File: src/core/rswc_pkg.sv
// constants, register map and types for the reset, sleep and wake-up controller
package rswc_pkg;

    // ****************************************
    // clock and timing
    // ****************************************
    localparam int CLK_KHZ         = 25000;
    localparam int RST_HOLD_MS     = 18;
    localparam int LXT_HOLD_MS     = 500;
    localparam int HXT_WAKE_MS     = 2;
    localparam int WAKE_OSC_CLKS   = 32;
    localparam int WDT_TIMEOUT_MS  = 18;
    localparam int CONV_WAKE_TICKS = 15;
    localparam int RST_HOLD_CYC    = RST_HOLD_MS * CLK_KHZ;
    localparam int LXT_HOLD_CYC    = LXT_HOLD_MS * CLK_KHZ;
    localparam int HXT_WAKE_CYC    = HXT_WAKE_MS * CLK_KHZ + WAKE_OSC_CLKS;
    localparam int WDT_TIMEOUT_CYC = WDT_TIMEOUT_MS * CLK_KHZ;
    localparam int CNT_W           = 24;

    // ****************************************
    // register byte offsets
    // ****************************************
    localparam logic [7:0] OFS_STATUS   = 8'h00;
    localparam logic [7:0] OFS_WAKECTL  = 8'h04;
    localparam logic [7:0] OFS_IRQFLAG  = 8'h08;
    localparam logic [7:0] OFS_WDMASK   = 8'h0C;
    localparam logic [7:0] OFS_IRQEN    = 8'h10;
    localparam logic [7:0] OFS_PCFG_B   = 8'h14;
    localparam logic [7:0] OFS_PCFG_C   = 8'h18;
    localparam logic [7:0] OFS_PCFG_D   = 8'h1C;
    localparam logic [7:0] OFS_PORT5    = 8'h20;
    localparam logic [7:0] OFS_OSCMODE  = 8'h24;

    // ****************************************
    // field positions and reset values
    // ****************************************
    localparam int STAT_T_BIT       = 4;
    localparam int STAT_P_BIT       = 3;
    localparam int WAKE_PORT_BIT    = 1;
    localparam int WAKE_CMP_BIT     = 2;
    localparam int WAKE_CONV_BIT    = 3;
    localparam int WDM_WDT_EN_BIT   = 7;
    localparam int WDM_CONV_IE_BIT  = 5;
    localparam int WDM_CMP_IE_BIT   = 4;
    localparam int WDM_PRE_ON_BIT   = 3;
    localparam int IEN_PORT_BIT     = 1;
    localparam int FLAG_PORT_BIT    = 1;
    localparam int FLAG_CMP_BIT     = 4;
    localparam int FLAG_CONV_BIT    = 5;
    localparam logic [7:0] STATUS_RESET = 8'h18;
    localparam logic [7:0] REG_CLEAR    = 8'h00;
    localparam logic [7:0] PCFG_RESET   = 8'hFF;
    localparam logic [7:0] WDM_RST_MASK = 8'h4F;
    localparam logic [7:0] WAKE_RST_MASK = 8'hCF;

    // ****************************************
    // vectors
    // ****************************************
    localparam logic [7:0] VEC_RESET = 8'h00;
    localparam logic [7:0] VEC_PORT  = 8'h06;
    localparam logic [7:0] VEC_CONV  = 8'h0C;
    localparam logic [7:0] VEC_CMP   = 8'h0F;

    typedef enum logic [1:0] {
        OSC_RC  = 2'b00,
        OSC_HXT = 2'b01,
        OSC_LXT = 2'b10
    } osc_mode_t;

    typedef enum logic [1:0] {
        ST_HOLD  = 2'b00,
        ST_RUN   = 2'b01,
        ST_SLEEP = 2'b10,
        ST_WAKE  = 2'b11
    } ctl_state_t;

    typedef enum logic [1:0] {
        SRC_PORT = 2'b00,
        SRC_CMP  = 2'b01,
        SRC_CONV = 2'b10
    } wake_src_t;

endpackage : rswc_pkg

File: src/core/reset_sleep_wakeup_control.sv
// reset, sleep and wake-up controller with its control registers on classic Wishbone
//
// Behaviour
// - reset on power-up, pin low, watchdog timeout
// - hold reset 18ms, 500ms in low-freq crystal
// - reset loads program counter zero, oscillator runs
// - reset forces every port pin to input
// - reset clears watchdog counter and prescaler
// - power-up alone clears status bits 7..5
// - reset sets three port config registers all-ones
// - reset clears watchdog mask bits 7,5,4
// - reset clears irq flags and irq enables
// - sleep stops oscillator, timers; clears watchdog
// - sleep during conversion keeps oscillator, timers running
// - sleep wakes on pin, watchdog, enabled events
// - pin or watchdog wake resets, flags record source
// - wake with irqs on vectors 06, 0F, 0C
// - wake with irqs off resumes next instruction
// - watchdog on at sleep masks wake enables
// - event wake delay follows oscillator mode
// - conversion wake waits 15 converter clock periods
// - port change without sleep vectors or continues
// - port-change enables sit at bit 1
`timescale 1ns/1ns
module reset_sleep_wakeup_control
    import rswc_pkg::*;
#(
    parameter logic [CNT_W-1:0] RST_HOLD_CYCLES    = CNT_W'(RST_HOLD_CYC),
    parameter logic [CNT_W-1:0] LXT_HOLD_CYCLES    = CNT_W'(LXT_HOLD_CYC),
    parameter logic [CNT_W-1:0] HXT_WAKE_CYCLES    = CNT_W'(HXT_WAKE_CYC),
    parameter logic [CNT_W-1:0] WDT_TIMEOUT_CYCLES = CNT_W'(WDT_TIMEOUT_CYC)
)(
    // clock and power-on reset
    input  wire logic        mclk,
    input  wire logic        rst,
    // wishbone slave
    input  wire logic        cyc_i,
    input  wire logic        stb_i,
    input  wire logic        we_i,
    input  wire logic [7:0]  adr_i,
    input  wire logic [3:0]  sel_i,
    input  wire logic [31:0] dat_i,
    output logic      [31:0] dat_o,
    output logic             ack_o,
    // pins and analogue events
    input  wire logic        resetPinN,
    input  wire logic [7:0]  port5Pins,
    input  wire logic        cmpOut,
    input  wire logic        convBusy,
    input  wire logic        convDone,
    input  wire logic        convClkTick,
    // processor core
    input  wire logic        sleepInstr,
    input  wire logic        wdtClearInstr,
    input  wire logic        globalIrqOnInstr,
    input  wire logic        globalIrqOffInstr,
    output logic             coreHold,
    output logic             pcLoad,
    output logic      [7:0]  pcVector,
    output logic             resumeNext,
    output logic             oscRun,
    output logic             timersRun,
    output logic             portForceInput
);

    // ****************************************
    // registers
    // ****************************************
    ctl_state_t       state_reg;
    wake_src_t        wakeSrc_reg;
    logic [CNT_W-1:0] cnt_reg;
    logic [7:0]       status_reg, wakeCtl_reg, irqFlag_reg, wdMask_reg, irqEn_reg;
    logic [7:0]       pcfgB_reg, pcfgC_reg, pcfgD_reg, port5Latch_reg;
    osc_mode_t        oscMode_reg;
    logic             gie_reg, wdtAtSleep_reg, cmpPrev_reg, ack_reg;
    logic [7:0]       wdtPre_reg;
    logic [CNT_W-1:0] wdtCnt_reg;
    logic [31:0]      dat_reg;
    logic             pcLoad_reg, resume_reg, osc_reg, timers_reg;
    logic [7:0]       pcVec_reg;

    function automatic logic [7:0] ratio_mask(input logic [2:0] sel);
        ratio_mask = 8'((9'h002 << sel) - 9'h001);
    endfunction : ratio_mask

    function automatic logic [7:0] vector_of(input wake_src_t src);
        vector_of = (src == SRC_PORT) ? VEC_PORT : (src == SRC_CMP) ? VEC_CMP : VEC_CONV;
    endfunction : vector_of

    // ****************************************
    // decode
    // ****************************************
    wire        busReq    = cyc_i && stb_i;
    wire        wrNow     = busReq && we_i && ack_reg && sel_i[0];
    wire        rdTake    = busReq && !ack_reg;
    wire [7:0]  wd        = dat_i[7:0];
    wire        wdtEn     = wdMask_reg[WDM_WDT_EN_BIT];
    wire        wdtTick   = !wdMask_reg[WDM_PRE_ON_BIT]
                            || ((wdtPre_reg & ratio_mask(wdMask_reg[2:0])) == ratio_mask(wdMask_reg[2:0]));
    wire        wdtTo     = wdtEn && wdtTick && (wdtCnt_reg == WDT_TIMEOUT_CYCLES - 1'b1);
    wire        pinRst    = !resetPinN;
    wire        extRst    = pinRst || wdtTo;
    // a pin compare against the latch taken at the last read of port 5
    wire        portChg   = port5Pins != port5Latch_reg;
    wire        cmpChg    = cmpOut != cmpPrev_reg;
    wire        portIrq   = portChg && irqEn_reg[IEN_PORT_BIT];
    wire        cmpIrq    = cmpChg && wdMask_reg[WDM_CMP_IE_BIT];
    wire        convIrq   = convDone && wdMask_reg[WDM_CONV_IE_BIT];
    // watchdog on at sleep entry masks every wake enable
    wire        wakeOk    = !wdtAtSleep_reg;
    wire        wakePort  = wakeOk && wakeCtl_reg[WAKE_PORT_BIT] && portChg;
    wire        wakeCmp   = wakeOk && wakeCtl_reg[WAKE_CMP_BIT] && cmpChg;
    wire        wakeConv  = wakeOk && wakeCtl_reg[WAKE_CONV_BIT] && convDone;
    wire        anyWake   = wakePort || wakeCmp || wakeConv;
    wire [CNT_W-1:0] holdLim = (oscMode_reg == OSC_LXT) ? LXT_HOLD_CYCLES : RST_HOLD_CYCLES;
    wire [CNT_W-1:0] wakeLim = (oscMode_reg == OSC_LXT) ? LXT_HOLD_CYCLES :
                               (oscMode_reg == OSC_HXT) ? HXT_WAKE_CYCLES :
                               CNT_W'(WAKE_OSC_CLKS);
    wire        holdDone  = (state_reg == ST_HOLD) && (cnt_reg == holdLim - 1'b1);
    wire        wakeDone  = (state_reg == ST_WAKE) && ((wakeSrc_reg == SRC_CONV)
                            ? (convClkTick && cnt_reg == CNT_W'(CONV_WAKE_TICKS - 1))
                            : (cnt_reg == wakeLim - 1'b1));
    wire        runVec    = (state_reg == ST_RUN) && gie_reg && (portIrq || cmpIrq || convIrq);
    wire        goSleep   = (state_reg == ST_RUN) && sleepInstr && !runVec;
    wire [7:0]  rdMux     = (adr_i == OFS_STATUS)  ? status_reg  :
                            (adr_i == OFS_WAKECTL) ? wakeCtl_reg :
                            (adr_i == OFS_IRQFLAG) ? irqFlag_reg :
                            (adr_i == OFS_WDMASK)  ? wdMask_reg  :
                            (adr_i == OFS_IRQEN)   ? irqEn_reg   :
                            (adr_i == OFS_PCFG_B)  ? pcfgB_reg   :
                            (adr_i == OFS_PCFG_C)  ? pcfgC_reg   :
                            (adr_i == OFS_PCFG_D)  ? pcfgD_reg   :
                            (adr_i == OFS_PORT5)   ? port5Pins   :
                            (adr_i == OFS_OSCMODE) ? {4'h0, state_reg, oscMode_reg} : 8'h00;

    assign ack_o          = ack_reg;
    assign dat_o          = dat_reg;
    assign coreHold       = (state_reg == ST_HOLD);
    assign portForceInput = coreHold;
    assign pcLoad         = pcLoad_reg;
    assign pcVector       = pcVec_reg;
    assign resumeNext     = resume_reg;
    assign oscRun         = osc_reg;
    assign timersRun      = timers_reg;

    // ****************************************
    // wishbone handshake and read data
    // ****************************************
    always_ff @(posedge mclk)
    begin
        ack_reg <= !rst && busReq && !ack_reg;
        if (rst)
            dat_reg <= 32'h0000_0000;
        else if (rdTake)
            dat_reg <= {24'h00_0000, rdMux};
    end

    // reading port 5 re-arms the change detector
    always_ff @(posedge mclk)
    begin
        if (rst)
            port5Latch_reg <= 8'h00;
        else if (rdTake && !we_i && adr_i == OFS_PORT5)
            port5Latch_reg <= port5Pins;
        if (rst)
            cmpPrev_reg <= 1'b0;
        else
            cmpPrev_reg <= cmpOut;
    end

    // ****************************************
    // control registers
    // ****************************************
    always_ff @(posedge mclk)
    begin
        if (rst)
        begin
            status_reg  <= STATUS_RESET & 8'h1F;
            wakeCtl_reg <= REG_CLEAR;
            wdMask_reg  <= REG_CLEAR;
            irqEn_reg   <= REG_CLEAR;
            pcfgB_reg   <= PCFG_RESET;
            pcfgC_reg   <= PCFG_RESET;
            pcfgD_reg   <= PCFG_RESET;
            oscMode_reg <= OSC_RC;
        end
        else if (extRst && state_reg != ST_HOLD)
        begin
            // upper status bits survive pin and watchdog resets
            status_reg[STAT_T_BIT] <= !wdtTo;
            status_reg[STAT_P_BIT] <= (state_reg == ST_RUN);
            wakeCtl_reg <= wakeCtl_reg & WAKE_RST_MASK;
            wdMask_reg  <= wdMask_reg & WDM_RST_MASK;
            irqEn_reg   <= REG_CLEAR;
            pcfgB_reg   <= PCFG_RESET;
            pcfgC_reg   <= PCFG_RESET;
            pcfgD_reg   <= PCFG_RESET;
        end
        else if (wrNow)
        begin
            if (adr_i == OFS_STATUS)
                status_reg <= {wd[7:5], status_reg[4:3], wd[2:0]};
            else if (adr_i == OFS_WAKECTL)
                wakeCtl_reg <= wd;
            else if (adr_i == OFS_WDMASK)
                wdMask_reg <= wd;
            else if (adr_i == OFS_IRQEN)
                irqEn_reg <= wd;
            else if (adr_i == OFS_PCFG_B)
                pcfgB_reg <= wd;
            else if (adr_i == OFS_PCFG_C)
                pcfgC_reg <= wd;
            else if (adr_i == OFS_PCFG_D)
                pcfgD_reg <= wd;
            else if (adr_i == OFS_OSCMODE && wd[1:0] != 2'b11)
                oscMode_reg <= osc_mode_t'(wd[1:0]);
        end
    end

    // flags are write-one-to-clear; a new event in the same cycle wins
    wire [7:0] flagSet = ({7'h00, portIrq} << FLAG_PORT_BIT)
                       | ({7'h00, cmpIrq} << FLAG_CMP_BIT)
                       | ({7'h00, convIrq} << FLAG_CONV_BIT);
    wire [7:0] flagClr = (wrNow && adr_i == OFS_IRQFLAG) ? wd : 8'h00;

    always_ff @(posedge mclk)
    begin
        if (rst || (extRst && state_reg != ST_HOLD))
            irqFlag_reg <= REG_CLEAR;
        else if (state_reg != ST_HOLD)
            irqFlag_reg <= (irqFlag_reg & ~flagClr) | flagSet;
    end

    // ****************************************
    // watchdog; runs on its own oscillator, so also in sleep
    // ****************************************
    always_ff @(posedge mclk)
    begin
        if (rst || extRst || state_reg == ST_HOLD || wdtClearInstr || goSleep)
        begin
            wdtPre_reg <= 8'h00;
            wdtCnt_reg <= '0;
        end
        else if (wdtEn)
        begin
            wdtPre_reg <= wdtPre_reg + 8'h01;
            if (wdtTick)
                wdtCnt_reg <= wdtCnt_reg + 1'b1;
        end
    end

    // ****************************************
    // sequencer
    // ****************************************
    always_ff @(posedge mclk)
    begin
        pcLoad_reg <= 1'b0;
        resume_reg <= 1'b0;
        if (rst)
        begin
            state_reg      <= ST_HOLD;
            cnt_reg        <= '0;
            wakeSrc_reg    <= SRC_PORT;
            gie_reg        <= 1'b0;
            wdtAtSleep_reg <= 1'b0;
            pcVec_reg      <= VEC_RESET;
            osc_reg        <= 1'b1;
            timers_reg     <= 1'b0;
        end
        else if (extRst && !(state_reg == ST_HOLD && resetPinN))
        begin
            // a reset from any state restarts the hold and the oscillator
            state_reg  <= ST_HOLD;
            cnt_reg    <= '0;
            gie_reg    <= 1'b0;
            osc_reg    <= 1'b1;
            timers_reg <= 1'b0;
        end
        else
        begin
            if (globalIrqOnInstr)
                gie_reg <= 1'b1;
            else if (globalIrqOffInstr)
                gie_reg <= 1'b0;
            case (state_reg)
                ST_HOLD:
                begin
                    cnt_reg <= cnt_reg + 1'b1;
                    if (holdDone)
                    begin
                        state_reg  <= ST_RUN;
                        pcLoad_reg <= 1'b1;
                        pcVec_reg  <= VEC_RESET;
                        timers_reg <= 1'b1;
                    end
                end
                ST_RUN:
                begin
                    if (runVec)
                    begin
                        // a pending change outranks a sleep in the same cycle
                        pcLoad_reg <= 1'b1;
                        pcVec_reg  <= portIrq ? VEC_PORT : cmpIrq ? VEC_CMP : VEC_CONV;
                    end
                    else if (sleepInstr)
                    begin
                        state_reg      <= ST_SLEEP;
                        wdtAtSleep_reg <= wdtEn;
                        osc_reg        <= convBusy;
                        timers_reg     <= convBusy;
                    end
                end
                ST_SLEEP:
                begin
                    cnt_reg <= '0;
                    if (anyWake)
                    begin
                        state_reg   <= ST_WAKE;
                        osc_reg     <= 1'b1;
                        wakeSrc_reg <= wakePort ? SRC_PORT : wakeCmp ? SRC_CMP : SRC_CONV;
                    end
                end
                ST_WAKE:
                begin
                    if (wakeSrc_reg != SRC_CONV || convClkTick)
                        cnt_reg <= cnt_reg + 1'b1;
                    if (wakeDone)
                    begin
                        state_reg  <= ST_RUN;
                        timers_reg <= 1'b1;
                        if (gie_reg)
                        begin
                            pcLoad_reg <= 1'b1;
                            pcVec_reg  <= vector_of(wakeSrc_reg);
                        end
                        else
                            resume_reg <= 1'b1;
                    end
                end
                default:
                    state_reg <= ST_HOLD;
            endcase
        end
    end

    // ****************************************
    // checks
    // ****************************************
    property p_pin_reset;
        @(posedge mclk) disable iff (rst) !resetPinN |=> coreHold && portForceInput;
    endproperty
    a_pin_reset: assert property (p_pin_reset) else $error("pin low did not hold reset");

    property p_wdt_reset;
        @(posedge mclk) disable iff (rst) wdtTo |=> coreHold && !status_reg[STAT_T_BIT];
    endproperty
    a_wdt_reset: assert property (p_wdt_reset) else $error("watchdog timeout not recorded");

    property p_hold_exit;
        @(posedge mclk) disable iff (rst) $fell(coreHold) |-> pcLoad && pcVector == VEC_RESET && oscRun;
    endproperty
    a_hold_exit: assert property (p_hold_exit) else $error("reset exit without vector zero");

    property p_hold_len;
        @(posedge mclk) disable iff (rst) $fell(coreHold) |-> $past(cnt_reg) == holdLim - 1'b1;
    endproperty
    a_hold_len: assert property (p_hold_len) else $error("reset hold length wrong");

    property p_upper_keep;
        @(posedge mclk) disable iff (rst) !resetPinN |=> status_reg[7:5] == $past(status_reg[7:5]);
    endproperty
    a_upper_keep: assert property (p_upper_keep) else $error("pin reset altered status bits");

    property p_pcfg_set;
        @(posedge mclk) disable iff (rst)
            (extRst && state_reg != ST_HOLD) |=> pcfgB_reg == PCFG_RESET && pcfgC_reg == PCFG_RESET
            && pcfgD_reg == PCFG_RESET && irqEn_reg == REG_CLEAR && wdMask_reg[7] == 1'b0;
    endproperty
    a_pcfg_set: assert property (p_pcfg_set) else $error("reset values not applied");

    property p_sleep_stop;
        @(posedge mclk) disable iff (rst)
            goSleep && !extRst |=> state_reg == ST_SLEEP && oscRun == $past(convBusy) && wdtCnt_reg == '0;
    endproperty
    a_sleep_stop: assert property (p_sleep_stop) else $error("sleep entry wrong");

    property p_wdt_masks;
        @(posedge mclk) disable iff (rst)
            state_reg == ST_SLEEP && wdtAtSleep_reg && !extRst |=> state_reg != ST_WAKE;
    endproperty
    a_wdt_masks: assert property (p_wdt_masks) else $error("event woke with watchdog on");

    property p_wake_vec;
        @(posedge mclk) disable iff (rst)
            wakeDone && !extRst && gie_reg |=> pcLoad && pcVector == vector_of(wakeSrc_reg);
    endproperty
    a_wake_vec: assert property (p_wake_vec) else $error("wake vector wrong");

    property p_wake_resume;
        @(posedge mclk) disable iff (rst)
            wakeDone && !extRst && !gie_reg |=> resumeNext && !pcLoad;
    endproperty
    a_wake_resume: assert property (p_wake_resume) else $error("wake did not resume");

endmodule : reset_sleep_wakeup_control

File: config.mk
export PLATFORM = sky130hd
export DESIGN_NAME = reset_sleep_wakeup_control
export DESIGN_NICKNAME = d
export VERILOG_FILES = /design/src/core/rswc_pkg.sv /design/src/core/reset_sleep_wakeup_control.sv
export SDC_FILE = /design/constraint.sdc
export NUM_CORES = 1
export LEC_CHECK = 0
export BUFFER_PORTS_ARGS = -buffer_cell sky130_fd_sc_hd__buf_4
export CORE_ASPECT_RATIO = 1.5
export CORE_UTILIZATION = 37
export CTS_CLUSTER_DIAMETER = 30
export CTS_CLUSTER_SIZE = 24
export DETAILED_ROUTE_END_ITERATION = 10
export GPL_TIMING_DRIVEN = 0
export HOLD_SLACK_MARGIN = 0.05
export MAX_ROUTING_LAYER = met4
export SYNTH_ARGS = -nofsm -noshare
export SYNTH_HDL_FRONTEND = slang
export SYNTH_SLANG_ARGS = --single-unit
File: constraint.sdc
create_clock -name mclk -period 2.57 [get_ports mclk]
set_input_delay 0.1285 -clock mclk [delete_from_list [all_inputs] [get_ports mclk]]
set_output_delay 0.1285 -clock mclk [all_outputs]
set_load 0.01 [all_outputs]
==> results.json <==
{
  "synth_area_per_cell_sq_um": 8.13,
  "fin_nets": 1195,
  "holdWs_ns": 0.0839,
  "hold_violations": 0,
  "cts.sinks": 154,
  "die_y_um": 183,
  "drt_iter0_markers": 539,
  "yosysMostFrequentCell": "dfxtp_1",
  "power_mw": 5.14,
  "synthCells": 999,
  "max_freq_ghz": 0.402,
  "synth-main-ff-cell": "dfxtp_1",
  "leakage_nw": 3.57,
  "portBuffers": 54,
  "drcViolationCount": 0,
  "slew_headroom_pct": 29.7,
  "clkPwrFrac_pct": 47.1,
  "cp.required_ns": 2.88,
  "routed_wl_mm": 24.4,
  "critPathKind": "reg -> reg",
  "die_w_um": 123,
  "period_minus_slack_ns": 2.49,
  "synthArstFlopShare_pct": 0,
  "grt_pass1_wl_mm": 38.7,
  "ff2ff_path_depth": 6,
  "initial_core_util_pct": 37.6,
  "setup_violations": 0,
  "dieArea_sq_um": 22600,
  "synthesis.area_sq_um": 8130,
  "cp-start-kind": "flop",
  "yosysSeqAreaShare_pct": 37.9,
  "layout-drive-gt1-share_pct": 15.9,
  "antenna_cells": 0,
  "min_path_cells": 3,
  "synth_common_cells": "dfxtp_1 (154), nand2_1 (132), nor2_1 (83)",
  "synth-edff-count": 0,
  "place_hpwl_mm": 18.2,
  "seqPwrFrac_pct": 46.7,
  "yosysTopAreaCellShare_pct": 37.9,
  "postPlaceCellArea_sq_um": 8970,
  "overflow": 0,
  "via_per_inst": 5.34,
  "synth.area.top_cells": "dfxtp_1 (38%), nand2_1 (6.1%), mux2i_1 (5.7%)",
  "fp-row-count": 66,
  "dp_cells": 1352,
  "yosys.area.top_type": "dfxtp_1",
  "ir_drop_mv": 0.479,
  "routedWlPerCell_um": 17.4,
  "cp_data_arrival_time_ns": 2.80,
  "ios": 113,
  "tightest_slew_ns": 1.05,
  "gp_congestion": 0.915,
  "grt_max_degree": 17,
  "ys_ff_latch": 154,
  "syn_to_final_growth_pct": 22.5,
  "post-route-util_pct": 46.0,
  "ant_nets": 0,
  "antenna_found_initial": 0,
  "core_area_sq_um": 21600,
  "fin_area_sq_um": 9950,
  "maxSlewViolCount": 0,
  "period_share_pct": 96.9,
  "grt_use_total_pct": 23.0,
  "htree_levels": 4,
  "drt_pass1_iterations": 5,
  "crit_path_end_kind": "flop",
  "power_density_nw_per_um2": 516,
  "hp-class": "in -> reg",
  "maxCapViolations": 0,
  "clk_pin_slew_ns": 0.07,
  "switchingPower_mw": 1.22,
  "synth_warnings": 0,
  "fill_cells": 2181,
  "p_int_mw": 3.91,
  "cts-root-buf": "clkbuf_16",
  "clockBufferDepth": 2,
  "crit_fanout": 7,
  "outcome": "completed",
  "ys_types": 66,
  "cts-buffers-inserted": 17,
  "tritoncts": "done",
  "clock_latency_ns": 0.43,
  "grt_pass1_vias": 7413,
  "switching_share_pct": 23.8,
  "vias": 7495,
  "comb_power_share_pct": 6.2,
  "clock_skew_ns": 0.00956,
  "final_cells": 1403,
  "rsz0062_at_grt": "yes"
}
## worst max-delay path, cell delays in order, from the launching register on
cell and delay (ns):
dfxtp_2 0.35, or4_1 0.54, or4_4 0.46, o41ai_4 0.27, o22ai_4 0.16, nand4b_4 0.25, mux2_4 0.34
## metal layers
| metal | up-vias | share of wire (%) | track usage, % |
|---|---|---|---|
| met1 | 3523 | 40 | 25.0 |
| met4 | 0 | 4.0 | 10.2 |
| met2 | 196 | 52 | 40.6 |
| met5 | - | 0 | - |
| met3 | 54 | 4.2 | 3.72 |
| li1 | 3722 | - | - |
## through the flow
| stage | TNS, ns | setup slack [ns] |
|---|---|---|
| after detailed placement | -50.96 | -0.747 |
| after global routing | -0.138 | -0.0423 |
| after floorplan | 0 | 0.0741 |
| after global placement | -50.85 | -0.742 |
| after CTS | 0 | 0.00401 |
| final | 0 | 0.0795 |
## cell usage in the layout (no fill, tap or decap), drive strengths merged, types with 12 or more instances in the layout
cell type	synthesis	layout
buf	34	97
a21oi	73	73
nand2b	32	32
o31ai	12	12
inv	24	25
nand3	42	42
nand2	132	132
conb	1	28
clkbuf	45	58
dlygate4sd3	0	19
mux2i	46	46
xor2	22	22
or3	18	18
nor4	15	15
xnor2	23	23
nor2	83	83
nor3	21	21
dfxtp	154	154
o21ai	44	44
or4	19	19
and3	14	14
nand4	19	19
## final cells by class
cell class,instances,area [sq um],share of cell area [%]
clock buffers,22,464,4.66
inverters,24,90.1,0.905
multi-input cells,769,4820,48.5
plain buffers,74,418,4.20
well taps,272,340,3.42
clock inverters,10,93.8,0.943
repair buffers,78,633,6.36
flip-flops and latches,154,3090,31.1
## final timing paths
check,from,to,slack [ns]
setup / recovery,cnt_reg[13],pcVector[3],0.08
hold / removal,resetPinN,wakeSrc_reg[0],0.08
setup reg to reg,cnt_reg[13],pcVector[3],0.08
hold reg to reg,irqEn_reg[7],irqEn_reg[7],0.45
## cells by family after synthesis
group	synth area share (%)
muxes	6.73
adders and majority gates	1.69
and+or+nand+nor	27.6
xor gates and xnor gates	4.85
DFF	37.9
other	0.0462
AOI/OAI and AO/OA	15.0
buffers and inverters	6.11
## timing repair
item | in CTS | in global routing
pin swaps | 4 | 3
hold buffers | 19 | 0
resized for setup | 30 | 32
endpoints found under the setup margin | 129 | 118
buffers inserted | 4 | 1
endpoints found under the hold margin | 46 | 0
## power by group through the flow
stage | clock network, mW | logic (mW) | registers [mW]
after CTS | 2.45 | 0.313 | 2.40
after floorplan | 0 | 0.158 | 2.45
after global placement | 0 | 0.286 | 2.45
after global routing | 2.54 | 0.343 | 2.40
final | 2.42 | 0.318 | 2.40
after detailed placement | 0 | 0.286 | 2.45
Power figures use the tool's default switching activity.
